<file path="config.mk">
export PLATFORM = sky130hd
export DESIGN_NAME = mpt_top
export DESIGN_NICKNAME = d
export VERILOG_FILES = /design/src/core/mpt_pkg.sv /design/src/core/mpt_top.sv /design/src/core/mpt_match_chan.sv
export SDC_FILE = /design/constraint.sdc
export NUM_CORES = 2
export LEC_CHECK = 0
export BUFFER_PORTS_ARGS = -buffer_cell sky130_fd_sc_hd__buf_2
export CAP_MARGIN = 20
export CORE_ASPECT_RATIO = 1.5
export CORE_MARGIN = 4
export CORE_UTILIZATION = 55
export CTS_BUF_LIST = sky130_fd_sc_hd__clkbuf_4 sky130_fd_sc_hd__clkbuf_8 sky130_fd_sc_hd__clkbuf_16
export DETAILED_ROUTE_END_ITERATION = 12
export PLACE_DENSITY = 0.74
export SLEW_MARGIN = 25
export SYNTH_ARGS = -nofsm -noshare
export SYNTH_HDL_FRONTEND = slang
export SYNTH_HIERARCHICAL = 1
export SYNTH_SLANG_ARGS = --single-unit
</file>
<file path="constraint.sdc">
create_clock -name clock_i -period 6.1 [get_ports clock_i]
set_clock_uncertainty 0.05 [all_clocks]
set_input_delay 0.61 -clock clock_i [delete_from_list [all_inputs] [get_ports clock_i]]
set_output_delay 0.61 -clock clock_i [all_outputs]
set_load 0.01 [all_outputs]
</file>
<file path="src/core/mpt_pkg.sv">
// Package for the match based pwm timer: register map, field positions,
// reset values and the register request carrier.
// Assumes a single peripheral clock and a plain one-cycle register port.
package mpt_pkg;

  // ----------------------------------------------------------------
  // Sizes
  // ----------------------------------------------------------------
  localparam int unsigned MPT_NMATCH = 7;   // Match registers
  localparam int unsigned MPT_NPWM   = 6;   // Pinned pwm outputs
  localparam int unsigned MPT_AW     = 8;   // Register address width
  localparam int unsigned MPT_DW     = 32;  // Counter and data width

  // ----------------------------------------------------------------
  // Register offsets (byte addresses, one word each)
  // ----------------------------------------------------------------
  localparam logic [7:0] OFS_INT_STAT = 8'h00; // Sticky match events, RO
  localparam logic [7:0] OFS_INT_CLR  = 8'h04; // Write one to clear, WO
  localparam logic [7:0] OFS_INT_EN   = 8'h08; // Interrupt enables
  localparam logic [7:0] OFS_CTRL     = 8'h0c; // Run, hold, pwm mode
  localparam logic [7:0] OFS_COUNT    = 8'h10; // Timer counter
  localparam logic [7:0] OFS_PRE_LIM  = 8'h14; // Prescale limit
  localparam logic [7:0] OFS_PRE_CNT  = 8'h18; // Prescale counter, RO
  localparam logic [7:0] OFS_MCTRL    = 8'h1c; // Match actions
  localparam logic [7:0] OFS_MATCH0   = 8'h20; // Cycle match register
  localparam logic [7:0] OFS_MSTEP    = 8'h04; // Stride of match regs
  localparam logic [7:0] OFS_PWMCFG   = 8'h3c; // Output enable, edge mode
  localparam logic [7:0] OFS_RELEASE  = 8'h40; // Release new match values

  // ----------------------------------------------------------------
  // Field positions
  // ----------------------------------------------------------------
  localparam int unsigned CTRL_RUN  = 0;  // Counter enable
  localparam int unsigned CTRL_HOLD = 1;  // Hold counters at zero
  localparam int unsigned CTRL_PWM  = 3;  // Pwm mode enable
  localparam int unsigned MC_INT    = 0;  // Per match: raise event
  localparam int unsigned MC_RST    = 1;  // Per match: zero counter
  localparam int unsigned MC_STOP   = 2;  // Per match: halt counter
  localparam int unsigned MC_W      = 3;  // Bits per match
  localparam int unsigned PC_DBL    = 8;  // Double edge select field

  localparam logic [31:0] RST_WORD = 32'h0000_0000; // Reset of words

  // Register port request, one cycle per access
  typedef struct packed {
    logic [7:0]  addr;   // Byte address
    logic [31:0] wdata;  // Write data
    logic        wr;     // Write strobe
    logic        rd;     // Read strobe
  } mpt_req_s;

endpackage : mpt_pkg

</file>
<file path="src/core/mpt_top.sv">
// Match based pwm timer: prescaler, 32-bit counter, seven match
// channels with actions, six pwm pins, interrupt status and mask.
// Assumes one peripheral clock and a register master on the same clock.
`timescale 1ns/1ps

// Notes on behaviour
// - Seven matches drive six pwm outputs
// - Cycle match zeroes counter, sets period
// - Single edge: cycle match plus edge match
// - Single edge outputs rise at cycle start
// - Each extra single edge uses one match
// - Double edge: rise match and fall match
// - Each extra double edge uses two matches
// - Rise before fall positive, else negative
// - Match may just raise an event
// - Match may halt the counter
// - Match may zero the counter
// - Period and width any tick count
// - Released values applied in step with cycle
// - Without pwm mode, plain match timer
// - 32-bit counter behind 32-bit prescaler
// - Counts peripheral clock cycles
// - Only pwm outputs reach pins
module mpt_top (
  input  wire logic            clock_i,   // Peripheral clock, 20 MHz
  input  wire logic            sys_rst_i, // Async reset, high
  input  wire mpt_pkg::mpt_req_s req_i,   // Register request
  output logic          [31:0] rdata_o,   // Read data, cycle after read
  output logic           [5:0] pwm_o,     // Pwm pins, outputs 1 to 6
  output logic                 irq_o      // Level interrupt
);
  import mpt_pkg::*;

  // ----------------------------------------------------------------
  // State
  // ----------------------------------------------------------------
  logic [31:0] count_q;     // Timer counter
  logic [31:0] pre_cnt_q;   // Prescale counter
  logic [31:0] pre_lim_q;   // Prescale limit
  logic        run_q;       // Counter enable
  logic        hold_q;      // Hold both counters at zero
  logic        pwm_mode_q;  // Pwm mode
  logic [20:0] mctrl_q;     // Three action bits per match
  logic [5:0]  out_en_q;    // Pwm output enables
  logic [5:0]  dbl_q;       // Double edge select, bit 0 unused
  logic [6:0]  release_q;   // Released, not yet applied
  logic [6:0]  status_q;    // Sticky match events
  logic [6:0]  int_en_q;    // Interrupt enables
  logic [5:0]  pwm_q;       // Pin drivers
  logic [31:0] rdata_q;     // Read data

  logic        tick;        // Counter advances this cycle
  logic [6:0]  hit;         // Counter equals active match
  logic [6:0]  ev;          // Match event on a tick
  logic [6:0]  ev_rst;      // Events that zero the counter
  logic [6:0]  ev_stop;     // Events that halt the counter
  logic [6:0]  ev_int;      // Events that set status
  logic        apply;       // Cycle boundary in pwm mode
  logic [6:0]  mwr;         // Write strobe per match channel
  logic [31:0] shadow [7];  // Software view of matches
  logic [31:0] active [7];  // Live compare values
  logic        wr_ctrl;
  logic        wr_count;
  logic [31:0] rd_mux;

  // ----------------------------------------------------------------
  // Register write decode
  // ----------------------------------------------------------------
  assign wr_ctrl  = req_i.wr && (req_i.addr == OFS_CTRL);
  assign wr_count = req_i.wr && (req_i.addr == OFS_COUNT);

  // Control bits; a halt match clears run unless software writes it now
  always_ff @(posedge clock_i or posedge sys_rst_i) begin
    if (sys_rst_i) begin
      run_q      <= 1'b0;
      hold_q     <= 1'b0;
      pwm_mode_q <= 1'b0;
    end else if (wr_ctrl) begin
      run_q      <= req_i.wdata[CTRL_RUN];
      hold_q     <= req_i.wdata[CTRL_HOLD];
      pwm_mode_q <= req_i.wdata[CTRL_PWM];
    end else if (|ev_stop) begin
      run_q      <= 1'b0;
    end
  end

  // Plain configuration registers
  always_ff @(posedge clock_i or posedge sys_rst_i) begin
    if (sys_rst_i) begin
      pre_lim_q <= RST_WORD;
      mctrl_q   <= '0;
      out_en_q  <= '0;
      dbl_q     <= '0;
      int_en_q  <= '0;
    end else if (req_i.wr) begin
      case (req_i.addr)
        OFS_PRE_LIM: pre_lim_q <= req_i.wdata;
        OFS_MCTRL:   mctrl_q   <= req_i.wdata[20:0];
        OFS_INT_EN:  int_en_q  <= req_i.wdata[6:0];
        OFS_PWMCFG: begin
          out_en_q <= req_i.wdata[5:0];
          // Output 1 has no partner match below it, single edge only
          dbl_q    <= {req_i.wdata[PC_DBL+5:PC_DBL+1], 1'b0};
        end
        default: ;
      endcase
    end
  end

  // ----------------------------------------------------------------
  // Prescaler and counter
  // ----------------------------------------------------------------
  // Tick when the prescaler sits at its limit; limit zero counts every cycle
  assign tick = run_q && !hold_q && (pre_cnt_q == pre_lim_q);

  always_ff @(posedge clock_i or posedge sys_rst_i) begin
    if (sys_rst_i) begin
      pre_cnt_q <= RST_WORD;
    end else if (hold_q || tick) begin
      pre_cnt_q <= RST_WORD;
    end else if (run_q) begin
      pre_cnt_q <= pre_cnt_q + 32'h0000_0001;
    end
  end

  // Counter: zero on a reset action, else step on each tick
  always_ff @(posedge clock_i or posedge sys_rst_i) begin
    if (sys_rst_i) begin
      count_q <= RST_WORD;
    end else if (hold_q) begin
      count_q <= RST_WORD;
    end else if (wr_count) begin
      count_q <= req_i.wdata;
    end else if (|ev_rst) begin
      count_q <= RST_WORD;
    end else if (tick) begin
      count_q <= count_q + 32'h0000_0001;
    end
  end

  // ----------------------------------------------------------------
  // Match channels and actions
  // ----------------------------------------------------------------
  // Every match value is a full 32-bit compare, so any width or period fits
  genvar gm;
  generate
    for (gm = 0; gm < 7; gm++) begin : g_match
      assign mwr[gm] = req_i.wr && (req_i.addr == OFS_MATCH0 + 8'(gm) * OFS_MSTEP);
      mpt_match_chan u_chan (
        .clock_i   (clock_i),
        .sys_rst_i (sys_rst_i),
        .wr_i      (mwr[gm]),
        .wdata_i   (req_i.wdata),
        .direct_i  (!pwm_mode_q),
        .load_i    (apply && release_q[gm]),
        .count_i   (count_q),
        .shadow_o  (shadow[gm]),
        .active_o  (active[gm]),
        .hit_o     (hit[gm])
      );
      assign ev[gm]      = tick && hit[gm];
      assign ev_int[gm]  = ev[gm] && mctrl_q[gm*MC_W+MC_INT];
      assign ev_stop[gm] = ev[gm] && mctrl_q[gm*MC_W+MC_STOP];
      // In pwm mode the cycle match always closes the period
      if (gm == 0) begin : g_cyc
        assign ev_rst[gm] = ev[gm] && (mctrl_q[MC_RST] || pwm_mode_q);
      end else begin : g_oth
        assign ev_rst[gm] = ev[gm] && mctrl_q[gm*MC_W+MC_RST];
      end
    end
  endgenerate

  // Cycle boundary: the one moment new edges can go live without a glitch
  assign apply = pwm_mode_q && ev[0];

  // Release bits: software set wins over the clear at apply time
  always_ff @(posedge clock_i or posedge sys_rst_i) begin
    if (sys_rst_i) begin
      release_q <= '0;
    end else begin
      release_q <= (release_q & ~({7{apply}}))
                 | ((req_i.wr && req_i.addr == OFS_RELEASE) ? req_i.wdata[6:0] : 7'h00);
    end
  end

  // ----------------------------------------------------------------
  // Pwm outputs
  // ----------------------------------------------------------------
  // Output k+1 falls on match k+1; it rises on the cycle match, or on
  // match k when double edge. Fall wins a tie, giving constant low.
  genvar gp;
  generate
    for (gp = 0; gp < 6; gp++) begin : g_pwm
      logic rise;
      logic fall;
      assign rise = dbl_q[gp] ? ev[gp] : ev[0];
      assign fall = ev[gp+1];
      always_ff @(posedge clock_i or posedge sys_rst_i) begin
        if (sys_rst_i) begin
          pwm_q[gp] <= 1'b0;
        end else if (!pwm_mode_q || !out_en_q[gp]) begin
          pwm_q[gp] <= 1'b0;
        end else if (fall) begin
          pwm_q[gp] <= 1'b0;
        end else if (rise) begin
          pwm_q[gp] <= 1'b1;
        end
      end
    end
  endgenerate

  assign pwm_o = pwm_q;

  // ----------------------------------------------------------------
  // Interrupt status
  // ----------------------------------------------------------------
  // New events win over a clear landing in the same cycle
  always_ff @(posedge clock_i or posedge sys_rst_i) begin
    if (sys_rst_i) begin
      status_q <= '0;
    end else if (req_i.wr && req_i.addr == OFS_INT_CLR) begin
      status_q <= (status_q & ~req_i.wdata[6:0]) | ev_int;
    end else begin
      status_q <= status_q | ev_int;
    end
  end

  assign irq_o = |(status_q & int_en_q);

  // ----------------------------------------------------------------
  // Read back
  // ----------------------------------------------------------------
  always_comb begin
    rd_mux = RST_WORD;
    case (req_i.addr)
      OFS_INT_STAT: rd_mux = {25'h0, status_q};
      OFS_INT_EN:   rd_mux = {25'h0, int_en_q};
      OFS_CTRL: begin
        rd_mux[CTRL_RUN]  = run_q;
        rd_mux[CTRL_HOLD] = hold_q;
        rd_mux[CTRL_PWM]  = pwm_mode_q;
      end
      OFS_COUNT:    rd_mux = count_q;
      OFS_PRE_LIM:  rd_mux = pre_lim_q;
      OFS_PRE_CNT:  rd_mux = pre_cnt_q;
      OFS_MCTRL:    rd_mux = {11'h0, mctrl_q};
      OFS_PWMCFG:   rd_mux = {18'h0, dbl_q, 2'h0, out_en_q};
      OFS_RELEASE:  rd_mux = {25'h0, release_q};
      default: begin
        for (int k = 0; k < 7; k++) begin
          if (req_i.addr == OFS_MATCH0 + 8'(k) * OFS_MSTEP) begin
            rd_mux = shadow[k];
          end
        end
      end
    endcase
  end

  // Data only in the cycle after the read, zero otherwise
  always_ff @(posedge clock_i or posedge sys_rst_i) begin
    if (sys_rst_i) begin
      rdata_q <= RST_WORD;
    end else begin
      rdata_q <= req_i.rd ? rd_mux : RST_WORD;
    end
  end

  assign rdata_o = rdata_q;
endmodule : mpt_top

</file>
<file path="src/core/mpt_match_chan.sv">
// One match channel: software shadow, active compare value, comparator.
// Assumes the parent decides when a released value may be applied.
`timescale 1ns/1ps
module mpt_match_chan (
  input  wire logic        clock_i,   // Peripheral clock
  input  wire logic        sys_rst_i, // Async reset, high
  input  wire logic        wr_i,      // Software write to this match
  input  wire logic [31:0] wdata_i,   // Written value
  input  wire logic        direct_i,  // Timer mode: write goes live
  input  wire logic        load_i,    // Copy shadow to active
  input  wire logic [31:0] count_i,   // Current counter value
  output logic      [31:0] shadow_o,  // Value software sees
  output logic      [31:0] active_o,  // Value in use
  output logic             hit_o      // Counter equals active value
);
  import mpt_pkg::*;

  logic [31:0] shadow_q;
  logic [31:0] active_q;

  // ----------------------------------------------------------------
  // Shadow and active copies
  // ----------------------------------------------------------------
  // Shadow takes every write
  always_ff @(posedge clock_i or posedge sys_rst_i) begin
    if (sys_rst_i) begin
      shadow_q <= RST_WORD;
    end else if (wr_i) begin
      shadow_q <= wdata_i;
    end
  end

  // Active only moves when allowed, so a cycle never sees a half update
  always_ff @(posedge clock_i or posedge sys_rst_i) begin
    if (sys_rst_i) begin
      active_q <= RST_WORD;
    end else if (wr_i && direct_i) begin
      active_q <= wdata_i;
    end else if (load_i) begin
      active_q <= shadow_q;
    end
  end

  assign shadow_o = shadow_q;
  assign active_o = active_q;
  assign hit_o    = (count_i == active_q);

endmodule : mpt_match_chan

</file>
* Yosys cells after proc, flatten, opt, wreduce, memory -nomap -nowiden *
Cells that the tools add are included.

storage, ports and cells
  register bits = 638
  input port bits = 44
  output and inout bits = 39
  word-level logic and storage cells = 222

operators by class
  add/sub/neg operators = 2
  eq/ne operators = 24
  multiplexer cells = 59
  bitwise logic cells = 8
  reduce and logical (&&, ||, !) cells = 96

operators with widths
  operator               count
  $mux 32                28
  $eq 32x32->1           8
  $pmux 28 s9            1
  $add 32x1->32 const B  2
  $eq 8x6->1 const B     8
  $logic_and 1x1->1      56
  $eq 8x5->1 const B     4
  $mux 1                 25
  $and 7x7->7            3
  $or 7x7->7             3
  $reduce_or 7->1        3
  $pmux 1 s9             2
  $pmux 2 s9             1
  $reduce_bool 2->1      9
  $reduce_bool 3->1      6
  $eq 8x4->1 const B     2
  $mux 7                 2
  $not 7->7              2
  $eq 8x3->1 const B     1
  $eq 8x7->1 const B     1
  $logic_not 1->1        8
  $logic_not 8->1        1
  $logic_or 1x1->1       8
  $reduce_and 2->1       4
  $reduce_bool 4->1      1

* Depth between registers and ports, before layout *
  depth after elaboration = 10
  depth in mapped cells = 12
  mapped depth without buffers = 10

* Cells and area by module *
Netlist, hierarchy kept.

modules (own cells, without submodules)
  module          instances  cells each  area an instance (um^2)
  mpt_match_chan  7          252         3,165.5
  mpt_top         1          1,212       11,456.0

* Least setup slack after synthesis *
No wires, ideal clock.

  path kind = input -> register
  start = input port req_i[41] in the netlist's numbering
  end = register g_match[6].u_chan.shadow_q[0]
  arrival time = 2.641 ns
  path slack = 3.284 ns
  stages on the path = 9
  path through = or4bb_1 -> buf_2 -> or2_2 -> clkbuf_1 -> clkbuf_1 -> nor2_1 -> buf_6 -> buf_2 -> mux2_2

between the ends
  word-level cells in the longest chain between the ends = 2

ends and longest elaborated chain
  item                  RTL line              text
  start, declared       mpt_top.sv:27         input wire mpt_pkg::mpt_req_s req_i,
  $eq 8x6->1            mpt_top.sv:148        assign mwr[gm] = req_i.wr && (req_i.addr == OFS_MATCH0 + 8'(gm) * OFS_MSTEP);
  $logic_and 1x1->1     mpt_top.sv:148
  net mwr[6]            mpt_top.sv:59         logic [6:0] mwr;
  end signal, assigned  mpt_match_chan.sv:29  shadow_q <= wdata_i;
  end, declared         mpt_match_chan.sv:18  logic [31:0] shadow_q;

The timed path passes the listed nets, and every way through them passes these cells.
A chain may end at the register's enable or synchronous reset.

* Final worst setup path *
  start = register count_q[4]
  end = register g_match[2].u_chan.active_q[27]

between the ends
  word-level cells in the longest chain between the ends = 5

ends and longest elaborated chain
  item                         RTL line              text
  start, declared              mpt_top.sv:37         logic [31:0] count_q;
  start signal, assigned       mpt_top.sv:133        count_q <= req_i.wdata;
  start signal, assigned       mpt_top.sv:137        count_q <= count_q + 32'h0000_0001;
  $eq 32x32->1                 mpt_match_chan.sv:46  assign hit_o = (count_i == active_q);
  net hit[0]                   mpt_top.sv:53         logic [6:0] hit;
  $logic_and 1x1->1            mpt_top.sv:161        assign ev[gm] = tick && hit[gm];
  $logic_and 1x1->1            mpt_top.sv:174        assign apply = pwm_mode_q && ev[0];
  $logic_and 1x1->1            mpt_top.sv:155        .load_i (apply && release_q[gm]),
  $reduce_bool 2->1 (no line)  -
  end signal, assigned         mpt_match_chan.sv:38  active_q <= wdata_i;
  end signal, assigned         mpt_match_chan.sv:40  active_q <= shadow_q;
  end, declared                mpt_match_chan.sv:19  logic [31:0] active_q;

The timed path passes the listed nets, and every way through them passes these cells.

==> metrics <==
synthesized area per cell=about 11 um2; # clock sinks=roughly 640; count of yosys warnings during synthesis=6; number of cells traversed by the worst register-to-register path=10; Max H-tree Level=2; CTS Hold Bufs=1; clock transition at the registers of the reported paths=around 0.070 ns; required time at the worst-slack endpoint=roughly 6.6 ns; Tot Pwr=about 0.010 W; worst hold endpoint=rdata_o[11]$_DFF_PP0_; sequential area share after synthesis=0.475; starting density of the core=0.558; final critical-path required period=4.31 ns; Simple-Gate Fraction of Synth Area=0.102; most frequently used cell type in the post-synthesis netlist=dfrtp_1; cell count after synthesis=about 3000; XOR/XNOR Fraction of Synth Area=0.0786; Yosys cell types=between 70 and 80; area of combinational cells with multiple inputs=16300 um2; adder and majority gate portion of the synthesized area=0.000744; final clock period utilization by the worst path=0.706; DRC violations left=0; Yosys top cell area share=0.475; TritonCTS clock tree=done; asr flop ratio synth=1.00; top-level port count=83; setup repair after global routing missed its margin=no; run status=complete, no violations; multiplexer fraction of the synthesized cell area=0.170; delay contributed by the slowest stage of the critical path=0.89 ns; most repeated library cell on the critical path=buf_4; worst slew slack as a fraction of its limit=0.227; Synth top cells by count=dfrtp_1, nand2_1, mux2_2; number of nets in the final layout=between 3000 and 4000; Core Util, Final=0.604; dominant combinational cell family by area after synthesis=multiplexers; number of pins with negative max-slew slack in the final report=0; cell with the largest stage delay on the worst path=dfrtp_1; Synthesized Nets=~3000; total standard cell area after synthesis=between 30000 and 40000 um2; Least-Margin Pin Slew=~1.2 ns; final WL=~130000 um; post-CTS setup buffers=0; startpoint of the lowest-slack hold path=req_i[0]; number of cells in the finished layout apart from fillers=approximately 3800; power density cells=approximately 280 nW/um2; count of filler cells inserted in the layout=4914; maximum number of pins on one net before global-route repair=between 100 and 150; Die Span X=210 um; violation count after the first detailed-route iteration=~3300; worst setup margin=1.79 ns; reg2reg setup slack=between 1.5 and 2 ns; y dimension of the die=~310 um; cell leakage power=between 10 and 15 nW; vias in the first global route=between 20000 and 30000; layout cells sized above 1=0.267; worst-skew pair later-pin latency=between 0.6 and 0.7 ns; buffer depth of the longest clock path=3; Worst Setup Slack post-DPL=~1.9 ns; final setup violation count=0; Cell Chain, Critical Path=xor2_1 -> nor4_1 -> nand4_1 -> nor2_1 -> buf_4 -> and3_1 -> and2_2 -> buf_4 -> mux2i_1 -> o21ai_2; Maximum Capacitance Violations=0; post-detail-place hpwl=89500 um; Hold Path Stages=3; maximum clock rate=232 MHz; Overflow after GRT=0; vias per cell=approximately 6.8; fraction of the mapped netlist area in compound gates=0.130; sequential standard cell area=between 15000 and 20000 um2; number of buffer cells added on primary ports=between 80 and 90; number of hold violations in the final report=0; startpoint of the lowest-slack register-to-register path=count_q[4]$_DFFE_PP0P_; Peak VDD IR=approximately 0.00029 V; first drt pass iteration count=8; crit path launch type=flip-flop; cell at the root of the clock tree=clkbuf_16; startpoint-to-endpoint class of the critical path=flip-flop to flip-flop; post-synthesis cell type with the largest combined area=dfrtp_1; top_reg_cell synth=dfrtp_1; standard-cell rows=110; total core area=about 60000 um2; cells resized by post-CTS repair=0; arrival time worst endpoint=about 4.8 ns; Total Neg Setup Slack=0 ns; Min-Delay Path Class=primary input to flip-flop; post-synthesis to final-layout area growth=8.30%; clock buffers created by TritonCTS=61; post-synthesis sequential element count=between 600 and 700; global-route wire length before repair=186000 um; Worst setup EP type=flip-flop; critical path peak fanout=16; global-route total usage across every layer=0.385; post-detailed-route count of antenna-violating nets=0; total via count after detailed routing=~26000; average wire per cell in the routed design=~33 um; ranking of synthesized cells by area=dfrtp_1, mux2_2, mux2i_1; Die ar.=~65000 um2; DP Cell Count=between 3000 and 4000; endpoint of the worst register-to-register path=g_match[2].u_chan/active_o[27]$_DFFE_PP0P_; number of flops mapped to enable cells by yosys=0; initial antenna violation count=4; RD Place Congestion=roughly 1.1
==> report_power, final <==
part | internal [W] | switching (W)
Combinational | 0.000468 | 0.000776
Clock | 0.00233 | 0.00174
Sequential | 0.00449 | 0.000498
Total | 0.00729 | 0.00301
==> metal layers <==
metal | track usage | share of wire
met1 | 0.486 | 0.36
met5 | 0 | 0
met4 | 0.281 | 0.095
met3 | 0.0662 | 0.087
met2 | 0.598 | 0.46
==> critical path, delay by kind of cell (launching register included) <==
| family | cells | cell delay [ns] |
|---|---|---|
| xor gates and xnor gates | 1 | 0.40 |
| and+or+nand+nor | 5 | 1.78 |
| AOI/OAI and AO/OA | 1 | 0.07 |
| muxes | 1 | 0.27 |
| buffers and inverters | 2 | 0.62 |
| DFF | 1 | 0.89 |
==> state kept, by name (all words and copies together) (netlist names) <==
signal and cells:
pre_lim_q 32, dbl_q 5, pwm_mode_q 1, hold_q 1, count_q 32, release_q 7, out_en_q 6, mctrl_q 21
rdata_o 32, pre_cnt_q 32, int_en_q 7, status_q 7, run_q 1, g_match.u_chan/active_o 224, g_match.u_chan/shadow_o 224, pwm_o 6
==> how the worst max path moves through the flow <==
stage / slack [ns] / startpoint / endpoint
6_report: 1.79 / count_q[4]$_DFFE_PP0P_ / g_match[2].u_chan/active_o[27]$_DFFE_PP0P_
3_5_place_dp: 1.90 / count_q[4]$_DFFE_PP0P_ / g_match[4].u_chan/active_o[15]$_DFFE_PP0P_
2_1_floorplan: 0.27 / sys_rst_i / count_q[0]$_DFFE_PP0P_
3_3_place_gp: 1.88 / count_q[3]$_DFFE_PP0P_ / g_match[4].u_chan/active_o[16]$_DFFE_PP0P_
5_1_grt: 1.76 / count_q[4]$_DFFE_PP0P_ / g_match[2].u_chan/active_o[25]$_DFFE_PP0P_
4_1_cts: 1.85 / count_q[4]$_DFFE_PP0P_ / g_match[4].u_chan/active_o[27]$_DFFE_PP0P_
==> per-stage QoR <==
step	hold WS, ns	area [um2]
after floorplan	0.409	33600
after global placement	0.432	34200
after detailed placement	0.443	34200
after CTS	0.290	36400
after global routing	0.323	36400
final	0.309	36400
==> cells in the final DEF, fill, tap and decap left out, drive strengths merged, types with 40 or more instances in the layout <==
| cell | n |
|---|---|
| a21oi | 40 |
| nor2 | 95 |
| clkbuf | 82 |
| nand2 | 348 |
| nand4 | 50 |
| a22oi | 108 |
| nand3 | 61 |
| xnor2 | 51 |
| mux2 | 302 |
| nor4 | 67 |
| mux2i | 232 |
| buf | 144 |
| xor2 | 250 |
| dfrtp | 638 |
| o21ai | 254 |
==> area by class of cell <==
| type | instances | area share |
|---|---|---|
| sequential | 638 | 0.439 |
| tap | 784 | 0.0269 |
| multi-input combinational | 2122 | 0.448 |
| antenna | 3 | 0.000206 |
| clock inverter | 27 | 0.00918 |
| clock buffer | 82 | 0.0486 |
| timing repair buffer | 145 | 0.0261 |
| inverter | 21 | 0.00241 |
==> cell families (layout without fill, tap and decap cells) <==
| group | Yosys count | after routing |
|---|---|---|
| simple gates | 721 | 721 |
| mux | 534 | 534 |
| xor+xnor | 301 | 301 |
| buf+inv | 216 | 275 |
| flops | 638 | 638 |
| fa+ha+maj | 2 | 2 |
| other cells | 0 | 3 |
| compound gates | 564 | 564 |
Power figures use the tool's default switching activity.
